===== src/rtl/sms_cfg.svh =====
// Constants for the serial master select-control block.
// Assumes a 100 MHz system clock; included by its bare name.
`ifndef SMS_CFG_SVH
`define SMS_CFG_SVH

`define SMS_DATA_W        8
`define SMS_FIFO_DEPTH    4
`define SMS_LAST_BIT      3'h7
`define SMS_BIT_ZERO      3'h0
`define SMS_CLK_NS        10
`define SMS_HALF_BIT_NS   50
`define SMS_MASTER_RST    1'b0
`define SMS_TXE_RST       1'b1
`define SMS_FLAG_RST      1'b0
`define SMS_BYTE_RST      8'h00
`define SMS_BYTE_CLOCKS   4'h8

`endif


===== src/rtl/sms_pkg.sv =====
// Types shared by the serial master select-control block.
// Assumes nothing of its surroundings.
package sms_pkg;

	typedef enum {SMS_IDLE, SMS_LEAD, SMS_HIGH, SMS_LOW} sms_state_t;

	typedef enum logic [1:0] {SMS_QUASI, SMS_PUSH_PULL, SMS_INPUT_ONLY, SMS_OPEN_DRAIN}
		sms_port_mode_t;

	typedef struct packed {
		logic out;
		logic oe;
	} sms_pin_t;

endpackage


===== src/rtl/sms_master_select.sv =====
// Serial master select control: select handling, mode fault, pin override, tx path.
// Assumes pins arrive asynchronously and software strobes are one-cycle pulses on sys_clk.
`timescale 1ns/100ps
`include "sms_cfg.svh"

module sms_tx_fifo #(
	parameter int WIDTH = `SMS_DATA_W,
	parameter int DEPTH = `SMS_FIFO_DEPTH
) (
	input  wire logic             sys_clk,   // System clock
	input  wire logic             reset,     // Synchronous reset
	input  wire logic             inValid,   // Write request
	output logic                  inReady,   // Space available
	input  wire logic [WIDTH-1:0] inData,    // Write data
	output logic                  outValid,  // Word available
	input  wire logic             outReady,  // Consumer takes word
	output logic      [WIDTH-1:0] outData    // Head word
);
	localparam int AW = $clog2(DEPTH);
	logic [WIDTH-1:0] mem [DEPTH];
	logic [AW:0]      wrPtr;
	logic [AW:0]      rdPtr;
	wire              isEmpty = (wrPtr == rdPtr);
	wire              isFull  = (wrPtr[AW] != rdPtr[AW]) && (wrPtr[AW-1:0] == rdPtr[AW-1:0]);
	wire              doWrite = inValid && !isFull;
	wire              doRead  = outReady && !isEmpty;
	assign inReady  = !isFull;
	assign outValid = !isEmpty;
	assign outData  = mem[rdPtr[AW-1:0]];
	always_ff @(posedge sys_clk)
	begin
		if (doWrite)
			mem[wrPtr[AW-1:0]] <= inData;
	end
	always_ff @(posedge sys_clk)
	begin
		if (reset)
		begin
			wrPtr <= '0;
			rdPtr <= '0;
		end
		else
		begin
			wrPtr <= wrPtr + (AW+1)'(doWrite);
			rdPtr <= rdPtr + (AW+1)'(doRead);
		end
	end
endmodule // sms_tx_fifo

// How it works
// - Unselected slave leaves its data-out tristated
// - Master with select disabled ignores select pin
// - Select low in master drops to slave
// - That event sets mode fault, may interrupt
// - Clearing select-disable keeps mode fault flag
// - Master bit returns only by software write
// - Select-ignore makes select pin fully ignored
// - Slave with phase and disable always selected
// - Enabled block forces clock and data pin directions from role
// - Master drives clock and data-out; slave receives
// - Quasi/open-drain data-out released between transfers
// - Push-pull data-out tristated between transfers
// - Data write queues byte; load sets empty flag
// - First clock waits for next bit slot
// - Byte end sets done flag, captures byte
// - Empty flag cleared by software or write
// - Queued byte starts next transfer at end
// - Empty interrupt needs enable and enhanced mode
// - Fault clears after status read, control write
// - Master makes exactly eight clocks per byte
module sms_master_select #(
	parameter int HALF_BIT_NS = `SMS_HALF_BIT_NS
) (
	input  wire logic                        sys_clk,          // System clock, 100 MHz
	input  wire logic                        reset,            // Synchronous, active high
	input  wire logic                        serialEnable,     // Block enable, soft reset when 0
	input  wire logic                        ctrlWrite,        // Control register write strobe
	input  wire logic                        ctrlMasterIn,     // Master bit value on that write
	input  wire logic                        selectDisable,    // Select-disable control bit
	input  wire logic                        selectIgnore,     // Select-ignore control bit
	input  wire logic                        clockPhase,       // Clock phase control bit
	input  wire logic                        intEnable,        // Serial interrupt enable
	input  wire logic                        enhancedMode,     // Enhanced mode bit
	input  wire sms_pkg::sms_port_mode_t     portMode,         // Pin driver configuration
	input  wire logic                        statusRead,       // Status register read strobe
	input  wire logic                        txEmptyClear,     // Software clear of empty flag
	input  wire logic                        doneClear,        // Software clear of done flag
	input  wire logic                        txValid,          // Data register write
	output logic                             txReady,          // Transmit buffer has room
	input  wire logic [`SMS_DATA_W-1:0]      txData,           // Data register write value
	output logic                             masterRole,       // Master bit
	output logic                             modeFault,        // Mode fault flag
	output logic                             transferDone,     // Transfer done flag
	output logic                             txBufferEmpty,    // Transmit buffer empty flag
	output logic [`SMS_DATA_W-1:0]           rxData,           // Receive buffer
	output logic                             irq,              // Serial interrupt request
	input  wire sms_pkg::sms_pin_t           portSck,          // Port control of clock pin
	input  wire sms_pkg::sms_pin_t           portMosi,         // Port control of data-out pin
	input  wire sms_pkg::sms_pin_t           portMiso,         // Port control of data-in pin
	input  wire sms_pkg::sms_pin_t           portSelect,       // Port control of select pin
	input  wire logic                        sckIn,            // Clock pin level
	output logic                             sckOut,           // Clock pin drive value
	output logic                             sckOe,            // Clock pin drive enable
	input  wire logic                        mosiIn,           // Data-out pin level
	output logic                             mosiOut,          // Data-out pin drive value
	output logic                             mosiOe,           // Data-out pin drive enable
	input  wire logic                        misoIn,           // Data-in pin level
	output logic                             misoOut,          // Data-in pin drive value
	output logic                             misoOe,           // Data-in pin drive enable
	input  wire logic                        selectInN,        // Select pin level, active low
	output logic                             selectOut,        // Select pin drive value
	output logic                             selectOe          // Select pin drive enable
);
	localparam int HALF_CYCLES = (HALF_BIT_NS + `SMS_CLK_NS - 1) / `SMS_CLK_NS;
	localparam int DW = $clog2(HALF_CYCLES + 1);
	// Two-stage synchronisers: bit 0 clock, 1 data-out, 2 data-in, 3 select
	logic [3:0] syncA;
	logic [3:0] syncB;
	wire  [3:0] pinRaw = {selectInN, misoIn, mosiIn, sckIn};
	genvar gi;
	generate
		for (gi = 0; gi < 4; gi++)
		begin : g_sync
			always_ff @(posedge sys_clk)
			begin
				syncA[gi] <= pinRaw[gi];
				syncB[gi] <= syncA[gi];
			end
		end
	endgenerate
	logic                   sckPrev;
	logic [DW-1:0]          divCnt;
	sms_pkg::sms_state_t    state;
	sms_pkg::sms_state_t    next_state;
	logic [2:0]             bitCnt;
	logic [`SMS_DATA_W-1:0] shiftReg;
	logic [`SMS_DATA_W-1:0] next_shift;
	logic                   sampleBit;
	logic                   shiftFull;
	logic                   faultArmed;
	logic                   fifoValid;
	logic [`SMS_DATA_W-1:0] fifoData;

	wire sckS    = syncB[0];
	wire mosiS   = syncB[1];
	wire misoS   = syncB[2];
	wire selectS = syncB[3];
	wire tick    = (divCnt == '0);

	// Permanent selection frees the select pin for general use
	wire selected     = selectIgnore || (clockPhase && selectDisable) || !selectS;
	wire faultEvent   = serialEnable && masterRole && !selectIgnore && !selectDisable
		&& !selectS;
	wire slaveActive  = serialEnable && !masterRole && selected;
	wire slaveRise    = slaveActive && sckS && !sckPrev;
	wire slaveFall    = slaveActive && !sckS && sckPrev;
	wire masterRise   = tick && ((state == sms_pkg::SMS_LEAD) || (state == sms_pkg::SMS_LOW));
	wire masterFall   = tick && (state == sms_pkg::SMS_HIGH);
	wire shiftNow     = masterFall || slaveFall;
	wire byteDone     = shiftNow && (bitCnt == `SMS_LAST_BIT);
	wire engineIdle   = (state == sms_pkg::SMS_IDLE) && (bitCnt == `SMS_BIT_ZERO);
	wire loadShift    = serialEnable && fifoValid && !shiftFull && engineIdle;
	wire busy         = (state != sms_pkg::SMS_IDLE);
	wire txWrite      = txValid && txReady;
	wire drivesPins   = (portMode != sms_pkg::SMS_INPUT_ONLY);
	wire openDrain    = (portMode == sms_pkg::SMS_OPEN_DRAIN);

	sms_tx_fifo #(
		.WIDTH(`SMS_DATA_W),
		.DEPTH(`SMS_FIFO_DEPTH)
	) u_tx_fifo (
		.sys_clk (sys_clk),
		.reset   (reset || !serialEnable),
		.inValid (txValid),
		.inReady (txReady),
		.inData  (txData),
		.outValid(fifoValid),
		.outReady(loadShift),
		.outData (fifoData)
	);

	// Free-running rate generator: a new transfer waits for the next slot
	always_ff @(posedge sys_clk)
	begin
		if (reset || tick)
			divCnt <= DW'(HALF_CYCLES - 1);
		else
			divCnt <= divCnt - DW'(1);
	end

	always_comb
	begin
		next_state = state;
		case (state)
			sms_pkg::SMS_IDLE:
				if (masterRole && shiftFull && serialEnable)
					next_state = sms_pkg::SMS_LEAD;
			sms_pkg::SMS_LEAD:
				if (tick)
					next_state = sms_pkg::SMS_HIGH;
			sms_pkg::SMS_HIGH:
				if (tick)
					next_state = byteDone ? sms_pkg::SMS_IDLE : sms_pkg::SMS_LOW;
			sms_pkg::SMS_LOW:
				if (tick)
					next_state = sms_pkg::SMS_HIGH;
			default:
				next_state = sms_pkg::SMS_IDLE;
		endcase
		if (faultEvent || !serialEnable || !masterRole)
			next_state = sms_pkg::SMS_IDLE;
	end

	assign next_shift = loadShift ? fifoData :
		shiftNow ? {shiftReg[`SMS_DATA_W-2:0], sampleBit} : shiftReg;

	always_ff @(posedge sys_clk)
	begin
		if (reset)
		begin
			state     <= sms_pkg::SMS_IDLE;
			bitCnt    <= `SMS_BIT_ZERO;
			shiftFull <= `SMS_FLAG_RST;
			sampleBit <= `SMS_FLAG_RST;
			sckPrev   <= `SMS_FLAG_RST;
			shiftReg  <= `SMS_BYTE_RST;
		end
		else
		begin
			state    <= next_state;
			sckPrev  <= sckS;
			shiftReg <= next_shift;
			if (masterRise || slaveRise)
				sampleBit <= masterRole ? misoS : mosiS;
			if (!serialEnable || faultEvent)
				bitCnt <= `SMS_BIT_ZERO;
			else if (shiftNow)
				bitCnt <= bitCnt + 3'h1;
			if (!serialEnable)
				shiftFull <= `SMS_FLAG_RST;
			else if (loadShift)
				shiftFull <= 1'b1;
			else if (byteDone)
				shiftFull <= `SMS_FLAG_RST;
		end
	end

	// Master bit: a fault drops it and only a software write restores it
	always_ff @(posedge sys_clk)
	begin
		if (reset)
			masterRole <= `SMS_MASTER_RST;
		else if (faultEvent)
			masterRole <= 1'b0;
		else if (ctrlWrite)
			masterRole <= ctrlMasterIn;
	end

	// Flags: a hardware set in the same cycle as a clear always wins
	always_ff @(posedge sys_clk)
	begin
		if (reset)
		begin
			modeFault     <= `SMS_FLAG_RST;
			faultArmed    <= `SMS_FLAG_RST;
			transferDone  <= `SMS_FLAG_RST;
			txBufferEmpty <= `SMS_TXE_RST;
			rxData        <= `SMS_BYTE_RST;
		end
		else
		begin
			if (faultEvent)
				modeFault <= 1'b1;
			else if (faultArmed && ctrlWrite)
				modeFault <= `SMS_FLAG_RST;
			if (statusRead && modeFault)
				faultArmed <= 1'b1;
			else if (ctrlWrite)
				faultArmed <= `SMS_FLAG_RST;
			if (byteDone)
			begin
				transferDone <= 1'b1;
				rxData       <= {shiftReg[`SMS_DATA_W-2:0], sampleBit};
			end
			else if (doneClear)
				transferDone <= `SMS_FLAG_RST;
			if (loadShift)
				txBufferEmpty <= 1'b1;
			else if (txWrite || txEmptyClear)
				txBufferEmpty <= `SMS_FLAG_RST;
		end
	end

	assign irq = intEnable && (transferDone || modeFault
		|| (txBufferEmpty && enhancedMode));

	// Pin override; open-drain only ever pulls low, the pull-up does the rest
	assign sckOut    = serialEnable ? (state == sms_pkg::SMS_HIGH) : portSck.out;
	assign sckOe     = serialEnable ? (masterRole && drivesPins && !(openDrain && sckOut))
		: portSck.oe;
	assign mosiOut   = serialEnable ? shiftReg[`SMS_DATA_W-1] : portMosi.out;
	assign mosiOe    = serialEnable ? (masterRole && busy && drivesPins && !(openDrain && mosiOut))
		: portMosi.oe;
	assign misoOut   = serialEnable ? shiftReg[`SMS_DATA_W-1] : portMiso.out;
	assign misoOe    = serialEnable ? (!masterRole && selected && drivesPins
		&& !(openDrain && misoOut)) : portMiso.oe;
	// The select pin is never driven by the engine, so it stays ordinary I/O
	assign selectOut = portSelect.out;
	assign selectOe  = portSelect.oe;

	// Helper: clock highs since the byte was loaded
	logic [3:0] riseCnt;
	always_ff @(posedge sys_clk)
	begin
		if (reset || loadShift)
			riseCnt <= 4'h0;
		else if (masterRise)
			riseCnt <= riseCnt + 4'h1;
	end
endmodule // sms_master_select


===== config.mk =====
export PLATFORM = sky130hd
export DESIGN_NAME = sms_master_select
export DESIGN_NICKNAME = d
export VERILOG_FILES = /design/src/rtl/sms_pkg.sv /design/src/rtl/sms_master_select.sv
export VERILOG_INCLUDE_DIRS = /design/src /design/src/rtl
export SDC_FILE = /design/constraint.sdc
export NUM_CORES = 1
export LEC_CHECK = 0
export BUFFER_PORTS_ARGS = -buffer_cell sky130_fd_sc_hd__buf_2
export CORE_MARGIN = 2
export CORE_UTILIZATION = 55
export CTS_CLUSTER_SIZE = 40
export DETAILED_ROUTE_END_ITERATION = 8
export PLACE_DENSITY_LB_ADDON = 0.15
export SLEW_MARGIN = 20
export SYNTH_ARGS = -nofsm -noshare
export SYNTH_HDL_FRONTEND = slang
export SYNTH_SLANG_ARGS = --single-unit

===== constraint.sdc =====
create_clock -name sys_clk -period 4.05 [get_ports sys_clk]
set_input_delay 1.215 -clock sys_clk [delete_from_list [all_inputs] [get_ports sys_clk]]
set_output_delay 1.215 -clock sys_clk [all_outputs]
set_load 0.02 [all_outputs]

# Yosys cells after proc, flatten, opt, wreduce, memory -nomap -nowiden
# Memory sizes are Yosys's and may differ from the RTL's. A register that Yosys moved wholly into a read port is not among the register bits.
# Index checks and enable logic that the tools add are counted.
# op_classes
add_sub_neg	4
n_mul	0
n_div	0
order_cmp	0
n_eq_ne	15
shifts	0
muxes	25
n_bitwise	1
n_reduce_logical	80
# ops
operator	n
32-bit by 2-bit equality test with 1-bit output, second input constant	3
32-bit 2-to-1 mux	3
32-bit one-hot mux with 3 select lines	1
32-bit by 3-bit equality test with 1-bit output, second input constant	2
32-bit logical NOT	2
1-bit logical AND	38
32-bit by 1-bit equality test with 1-bit output, second input constant	1
32-bit nonzero test	1
1-bit 2-to-1 mux	17
8-bit 2-to-1 mux	2
1-bit logical NOT	13
1-bit logical OR	12
2-bit OR reduction	6
2-bit nonzero test	5
3-bit by 1-bit adder with 3-bit output	2
3-bit logical NOT	2
2-bit != test, second input constant	3
2-bit 2-to-1 mux	2
3-bit by 1-bit adder with 3-bit output, second input constant	1
3-bit equality test	1
3-bit equality test, second input constant	1
3-bit AND reduction	1
3-bit by 1-bit subtractor with 3-bit output, second input constant	1
2-bit equality test	1
4 further kinds	4
# word_totals
reg_bits	76
latchBits	0
mem_bits_rw	32
mem_bits_ro	0
inputBits	36
output_inout_bits	22
elab_cells	149
mem_count	1
# mem_list
name	words	word_bits	read_ports	rd_clocked_by_memory_dff	wr	line	source
u_tx_fifo.mem	4	8	1	1	1	sms_master_select.sv:20	logic [WIDTH-1:0] mem [DEPTH];

# Depth between registers and ports, before layout
# Gate-level depths: netlist (run 1).
# logic_depth
ltp_word	11
ltp_mapped	10
depth_no_buf	9

# Modules after synthesis
# Synthesis (run 1) repeated with hierarchy kept, for this count alone.
# unflattened
hier_cells	283
area_unflattened_um2	3459.6
# by_module_without_submodules
module	instances	cells_per_inst	area_per_inst_um2	seq_area_each_um2
sms_master_select	1	205	1916.8	800.8
sms_tx_fifo	1	78	1542.7	1081.0

# Least setup slack after synthesis (run 1)
# OpenSTA, ideal clock, no wires.
# synth_path
path_type	input -> output
start	input port serialEnable
end	output port mosiOe
arrival_ns	2.654
required_ns	2.835
slack_ns	0.181
path_stages	4
path_buffers	1
cell_sequence	clkbuf_1 -> o21ai_0 -> o21a_1 -> o32ai_1
# synth_via
elab_chain_len	5
# synth_rtl
element	line	source
start: declaration	sms_master_select.sv:76	input wire logic serialEnable,
1-bit 2-to-1 mux	sms_master_select.sv:301	assign mosiOut = serialEnable ? shiftReg[`SMS_DATA_W-1] : portMosi.out;
via mosiOut	sms_master_select.sv:105	output logic mosiOut,
1-bit logical AND	sms_master_select.sv:302	assign mosiOe = serialEnable ? (masterRole && busy && drivesPins && !(openDrain && mosiOut))
1-bit logical NOT	sms_master_select.sv:302	
1-bit logical AND	sms_master_select.sv:302	
1-bit 2-to-1 mux	sms_master_select.sv:302	
end: declaration	sms_master_select.sv:106	output logic mosiOe,
# The timed path passes the listed nets, and every way through them passes these cells.

# Worst setup path after layout (run 1)
# layout_path
start	input port serialEnable
end	output port mosiOe
# layout_via
elab_chain_len	5
# layout_rtl
element	line
1-bit 2-to-1 mux	sms_master_select.sv:301
1-bit logical AND	sms_master_select.sv:302
1-bit logical NOT	sms_master_select.sv:302
1-bit logical AND	sms_master_select.sv:302
1-bit 2-to-1 mux (*)	sms_master_select.sv:302
# Mark *: on every way between the ends. The rest lies on a longest branch, timed or not.

==> impl_metrics.env, run 1 <==
export IMPL_start_util_pct=56.0
export IMPL_syn_area_per_cell_um2=12.9
export IMPL_worstMarginPinSlew_ns=1.15
export IMPL_post_cts_resized=0
export IMPL_clockBufferDepth=2
export IMPL_critPathCapture="mosiOe"
export IMPL_cp_required_ns=2.83
export IMPL_final_common_cell="buf_2"
export IMPL_hpwl_um=3970
export IMPL_clkLatencyLatePin_ns=0.34
export IMPL_die_y_um=81.0
export IMPL_cpPeakStageDelay_ns=0.23
export IMPL_cp_end_kind="output port"
export IMPL_grt_first_pass_wirelength_um=8630
export IMPL_drive_gt1_share_pct=28.6
export IMPL_yosysWarnings=0
export IMPL_hold_violations=0
export IMPL_fillerInstances=497
export IMPL_grt_overflow=0
export IMPL_critPathBufInv=2
export IMPL_instances_no_fill=386
export IMPL_cts_setup_buffers=0
export IMPL_regArea_um2=1880
export IMPL_cpMostUsedCell="buf_2"
export IMPL_clkTransAtPathRegs_ns=0.08
export IMPL_slowest_stage="o32ai_1"
export IMPL_dp_cells=370
export IMPL_std_cell_rows=28
export IMPL_worstReg2RegStart="u_tx_fifo.rdPtr[0]$_SDFF_PP0_"
export IMPL_core_area_um2=5820
export IMPL_whs_ns=0.334
export IMPL_io_buffers=53
export IMPL_fin_worst_skew_ns=0.00722
export IMPL_relSlewSlack_pct=22.8
export IMPL_cts_sinks=78
export IMPL_worstPathArrival_ns=2.18
export IMPL_ff2ff_path_depth=8
export IMPL_vias=1967
export IMPL_synth_seq_cells=78
export IMPL_grt_pass1_vias=1874
export IMPL_antenna_found_initial=0
export IMPL_path_class="in -> out"
export IMPL_timing_rr_end="u_tx_fifo.rdPtr[2]$_SDFF_PP0_"
export IMPL_drt_total_wl_um=5460
export IMPL_status="finished, final reports clean"
export IMPL_holdBufCountCts=0
export IMPL_rsz0062_at_grt="no"
export IMPL_drt_first_pass_iters=6
export IMPL_gp_congestion=0.815
export IMPL_syn_area_um2=3260
export IMPL_power_w=0.00158
export IMPL_final_cell_mix="53 x buf_2, 46 x dfxtp_1, 32 x edfxtp_1, 27 x nor2_1, 20 x mux2i_1"
export IMPL_crit_chain="buf_2 -> nand2_1 -> o21ai_0 -> o21a_1 -> o32ai_1 -> buf_2"
export IMPL_cts_buffers=9
export IMPL_max_freq_mhz=294
export IMPL_final_min_clock_period_ns=3.40
export IMPL_syn_nets=297
export IMPL_critPathLaunch="serialEnable"
export IMPL_comb_power_share_pct=7.9
export IMPL_htreeDepth=3
export IMPL_p_int_w=0.00119
export IMPL_maxSlewViolCount=0
export IMPL_diodes=0
export IMPL_cts_tree="built"
export IMPL_finalSetupViolations=0
export IMPL_yosysSeqAreaShare_pct=57.8
export IMPL_cp_start_kind="primary input"
export IMPL_p_leak_nw=1.61
export IMPL_worst_ir_drop_vdd_uv=399
export IMPL_seq_power_share_pct=54.7
export IMPL_clockPowerShare_pct=37.4
export IMPL_cp_depth=6
export IMPL_post_route_period_util_pct=83.9
export IMPL_viasPerCell=5.10
export IMPL_path_delay_family="compound AO/OA/AOI/OAI gates"
export IMPL_netlist_instances=252
export IMPL_io_pins=58
export IMPL_finalSetupTns_ns=0
export IMPL_drv_cap=0
export IMPL_power_switching_share_pct=24.2
export IMPL_routedWlPerCell_um=14.1
export IMPL_hp_class="reg -> reg"
export IMPL_ys_types=42
export IMPL_dieArea_um2=6560
export IMPL_drc_errors=0
export IMPL_powerDensity_nw_per_um2=421
export IMPL_layout_nets=351
export IMPL_area_growth_pct=14.9
export IMPL_path_max_fanout=11
export IMPL_p_sw_w=0.000382
export IMPL_r2r_slack_ns=1.54
export IMPL_cts_root_buf="clkbuf_8"
export IMPL_grtUsageTotal_pct=18.0
export IMPL_multi_input_area_um2=1230
export IMPL_die_x_um=81.0
export IMPL_antenna_left=0
export IMPL_drt_iter0_markers=97
export IMPL_grt_start_max_net_pins=29
-- state kept, by name, indices dropped and copies added (netlist names), 2 cells and up --
| register | flops |
|---|---|
| bitCnt | 3 |
| divCnt | 3 |
| rxData | 8 |
| shiftReg | 8 |
| state | 2 |
| syncA | 4 |
| u_tx_fifo.mem | 32 |
| u_tx_fifo.rdPtr | 3 |
| u_tx_fifo.wrPtr | 3 |
-- per-layer routing --
metal  wire length [um]  track usage (%)
met1               2590             23.3
met3                175             3.67
met4                136             9.66
met2               2560             28.4
met5                  0                0
-- stage by stage --
| stage | util [%] | cell area (um^2) | setup WS (ns) |
|---|---|---|---|
| after floorplan | - | 3260 | 0.181 |
| after global placement | 60.8 | 3540 | 0.672 |
| after detailed placement | 60.8 | 3540 | 0.646 |
| after CTS | 64.3 | 3740 | 0.643 |
| after global routing | 64.4 | 3740 | 0.541 |
| final | 64.4 | 3740 | 0.653 |
-- cells in the mapped netlist, drive strengths merged --
library cell	count	area share, %
dfxtp	46	28
edfxtp	32	29
nor2	29	3.4
mux2i	20	6.1
inv	13	1.5
nand2	13	1.5
a211oi	9	3.3
buf	9	2.6
ha	9	3.5
mux4	8	6.5
a21oi	7	1.1
o21ai	7	1.1
nand2b	6	1.2
nor3	6	0.92
and2	5	0.96
clkbuf	4	0.46
nor2b	4	0.77
xnor2	4	1.1
nor3b	2	0.46
or2	2	0.38
xor2	2	1.0
a2111o	1	0.35
a2111oi	1	0.84
a21o	1	0.23
a311o	1	0.31
a311oi	1	0.27
a32o	1	0.31
a32oi	1	0.27
a41oi	1	0.27
and3	1	0.19
mux2	1	0.35
nand3	1	0.15
nand3b	1	0.23
o21a	1	0.23
o32ai	1	0.27
or3	1	0.23
-- worst min-delay path by stage --
stage,slack (ns),cells past startpoint,end,from
CTS,0.33,0,misoS$_DFF_P_,syncA[2]$_DFF_P_
global placement,0.31,0,sckS$_DFF_P_,syncA[0]$_DFF_P_
floorplan,0.31,0,misoS$_DFF_P_,syncA[2]$_DFF_P_
global route,0.34,0,mosiS$_DFF_P_,syncA[1]$_DFF_P_
detailed placement,0.31,0,misoS$_DFF_P_,syncA[2]$_DFF_P_
finish,0.33,0,mosiS$_DFF_P_,syncA[1]$_DFF_P_
-- layout make-up --
| cell class | instances | share of cell area (%) |
|---|---|---|
| clock inverter | 7 | 2.07 |
| tap | 75 | 2.51 |
| timing repair buffer | 56 | 7.69 |
| inverter | 13 | 1.30 |
| clock buffer | 9 | 3.31 |
| sequential | 78 | 50.3 |
| multi-input combinational | 148 | 32.8 |
-- worst register-to-register path: stages (launching register included) --
cell	delay [ns]
dfxtp_1	0.67
xor2_2	0.15
nor2_1	0.17
a2111o_1	0.61
inv_1	0.17
ha_1	0.23
ha_1	0.20
xnor2_1	0.17
nor2_1	0.05
-- power by group through the flow --
stage	clock, W	combinational, W	sequential [W]
finish	0.000589	0.000125	0.000861
global route	0.000642	0.000139	0.000865
CTS	0.000605	0.000127	0.000862
detailed placement	0	0.000126	0.000880
global placement	0	0.000122	0.000879
floorplan	0	0.0000910	0.000876
-- cells by family (layout without fill, tap and decap cells) --
kind of cell / count (synthesis) / after routing / share of synthesized area, %
buffers and inverters: 26 / 85 / 4.61
DFF: 78 / 78 / 57.8
adders and majority gates: 9 / 9 / 3.46
muxes: 29 / 29 / 12.9
AOI/OAI and AO/OA: 33 / 33 / 8.79
xor gates and xnor gates: 6 / 6 / 2.07
and+or+nand+nor: 71 / 71 / 10.4
Note: power is estimated with default switching activity, not from simulation.
==> run 2: changes to the inputs <==
==> constraint.sdc (replaced) <==
create_clock -name sys_clk -period 3.26 [get_ports sys_clk]
set_input_delay 0.978 -clock sys_clk [delete_from_list [all_inputs] [get_ports sys_clk]]
set_output_delay 0.978 -clock sys_clk [all_outputs]
set_load 0.02 [all_outputs]
==> impl_metrics.env, run 2 (synthesis gave the netlist of run 1 again) <==
export IMPL_gp_congestion=0.806
export IMPL_worst_ir_drop_vdd_uv=435
export IMPL_final_cell_mix="53 x buf_2, 46 x dfxtp_1, 32 x edfxtp_1, 27 x nor2_1, 20 x mux2i_1"
export IMPL_antenna_left=0
export IMPL_layout_nets=353
export IMPL_path_delay_family="compound AO/OA/AOI/OAI gates"
export IMPL_start_util_pct=56.0
export IMPL_slowest_stage="o32ai_2"
export IMPL_cpPeakStageDelay_ns=0.24
export IMPL_relSlewSlack_pct=52.4
export IMPL_cpMostUsedCell="buf_2"
export IMPL_dp_cells=372
export IMPL_powerDensity_nw_per_um2=508
export IMPL_min_from="syncA[2]$_DFF_P_"
export IMPL_path_max_fanout=11
export IMPL_drt_first_pass_iters=4
export IMPL_drt_iter0_markers=133
export IMPL_worstReg2RegStart="u_tx_fifo.rdPtr[1]$_SDFF_PP0_"
export IMPL_hpwl_um=3920
export IMPL_viasPerCell=5.11
export IMPL_antenna_found_initial=0
export IMPL_finalSetupTns_ns=0
export IMPL_cp_end_kind="output port"
export IMPL_post_route_period_util_pct=90.2
export IMPL_dieArea_um2=6560
export IMPL_grt_start_max_net_pins=29
export IMPL_finalSetupViolations=0
export IMPL_post_cts_resized=0
export IMPL_final_area_um2=3750
export IMPL_hold_depth=0
export IMPL_grt_first_pass_wirelength_um=9180
export IMPL_final_common_cell="buf_2"
export IMPL_core_area_um2=5820
export IMPL_max_freq_mhz=340
export IMPL_routedWlPerCell_um=14.3
export IMPL_holdPathEnd="misoS$_DFF_P_"
export IMPL_cts_root_buf="clkbuf_8"
export IMPL_die_x_um=81.0
export IMPL_grt_overflow=0
export IMPL_crit_chain="buf_2 -> nand2_1 -> o21ai_0 -> o21a_1 -> o32ai_2 -> buf_2"
export IMPL_diodes=0
export IMPL_cts_buffers=9
export IMPL_postPlaceCellArea_um2=3560
export IMPL_area_growth_pct=15.2
export IMPL_path_class="in -> out"
export IMPL_grtUsageTotal_pct=18.9
export IMPL_hold_violations=0
export IMPL_die_y_um=81.0
export IMPL_io_buffers=53
export IMPL_htreeDepth=3
export IMPL_r2r_slack_ns=1.14
export IMPL_cp_required_ns=2.28
export IMPL_final_min_clock_period_ns=2.94
export IMPL_cts_tree="built"
export IMPL_vias=1981
export IMPL_power_w=0.00191
export IMPL_drive_gt1_share_pct=29.7
export IMPL_worstPathArrival_ns=1.96
export IMPL_clockBufferDepth=2
export IMPL_cp_start_kind="primary input"
export IMPL_ff2ff_path_depth=7
export IMPL_rsz0062_at_grt="no"
export IMPL_clkLatencyLatePin_ns=0.35
export IMPL_grt_pass1_vias=1965
export IMPL_clkTransAtPathRegs_ns=0.08
export IMPL_worstMarginPinSlew_ns=0.713
export IMPL_critPathBufInv=2
export IMPL_drc_errors=0
export IMPL_cts_sinks=78
export IMPL_post_route_util_pct=64.5
export IMPL_holdBufCountCts=0
export IMPL_fillerInstances=498
export IMPL_instances_no_fill=388
export IMPL_status="finished, final reports clean"
export IMPL_drt_total_wl_um=5570
export IMPL_cts_setup_buffers=0
export IMPL_drv_cap=0
export IMPL_timing_rr_end="u_tx_fifo.wrPtr[1]$_SDFF_PP0_"
export IMPL_hp_class="reg -> reg"
export IMPL_largest_reg_flops=32
export IMPL_io_pins=58
export IMPL_maxSlewViolCount=0
export IMPL_fin_worst_skew_ns=0.0120
export IMPL_p_leak_nw=1.62
export IMPL_std_cell_rows=28
[run 2: cell count changes in the layout (fill, tap and decap cells not counted)]
| cell | previous run | this run |
|---|---|---|
| buf_4 | 3 | 5 |
| bufinv_16 | 1 | 0 |
| clkinv_4 | 0 | 1 |
| clkinvlp_2 | 1 | 0 |
| clkinvlp_4 | 1 | 2 |
| inv_6 | 4 | 3 |
| inv_8 | 0 | 1 |
| o21ai_1 | 1 | 0 |
| o21ai_2 | 0 | 1 |
| o32ai_1 | 1 | 0 |
| o32ai_2 | 0 | 1 |
[run 2: metal layers]
layer,vias up,share of wire (%),GRT usage (%),wire length (um)
met5,-,0,0,0
met3,9,2.7,4.44,151
li1,1017,-,-,-
met4,0,1.9,8.64,104
met2,29,47,29.8,2590
met1,926,49,25.0,2710
[run 2: cell type report]
cell class                 count  area [um^2]  share of cell area (%)
sequential                    78         1880                    50.1
clock inverter                 7         61.3                    1.63
tap                           75         93.8                    2.50
inverter                      13         48.8                    1.30
clock buffer                   9          124                    3.30
timing repair buffer          58          303                    8.07
multi-input combinational    148         1240                    33.0
[run 2: metrics by stage]
step	setup slack, ns	hold WS (ns)
3_3_place_gp	0.352	0.310
6_report	0.321	0.333
5_1_grt	0.261	0.349
2_1_floorplan	0.0247	0.310
3_5_place_dp	0.315	0.315
4_1_cts	0.311	0.336
[run 2: where the power goes]
group          switching, W  internal, W
Clock              0.000389     0.000291
Sequential        0.0000189      0.00105
Combinational     0.0000855    0.0000715
Total              0.000494      0.00141
[run 2: how the worst max path moves through the flow]
stage | startpoint | to | slack (ns) | depth (start not counted)
after global routing | serialEnable | mosiOe | 0.26 | 6
after global placement | serialEnable | mosiOe | 0.35 | 6
after detailed placement | serialEnable | mosiOe | 0.32 | 6
after CTS | serialEnable | mosiOe | 0.31 | 6
final | serialEnable | mosiOe | 0.32 | 6
after floorplan | serialEnable | mosiOe | 0.02 | 4
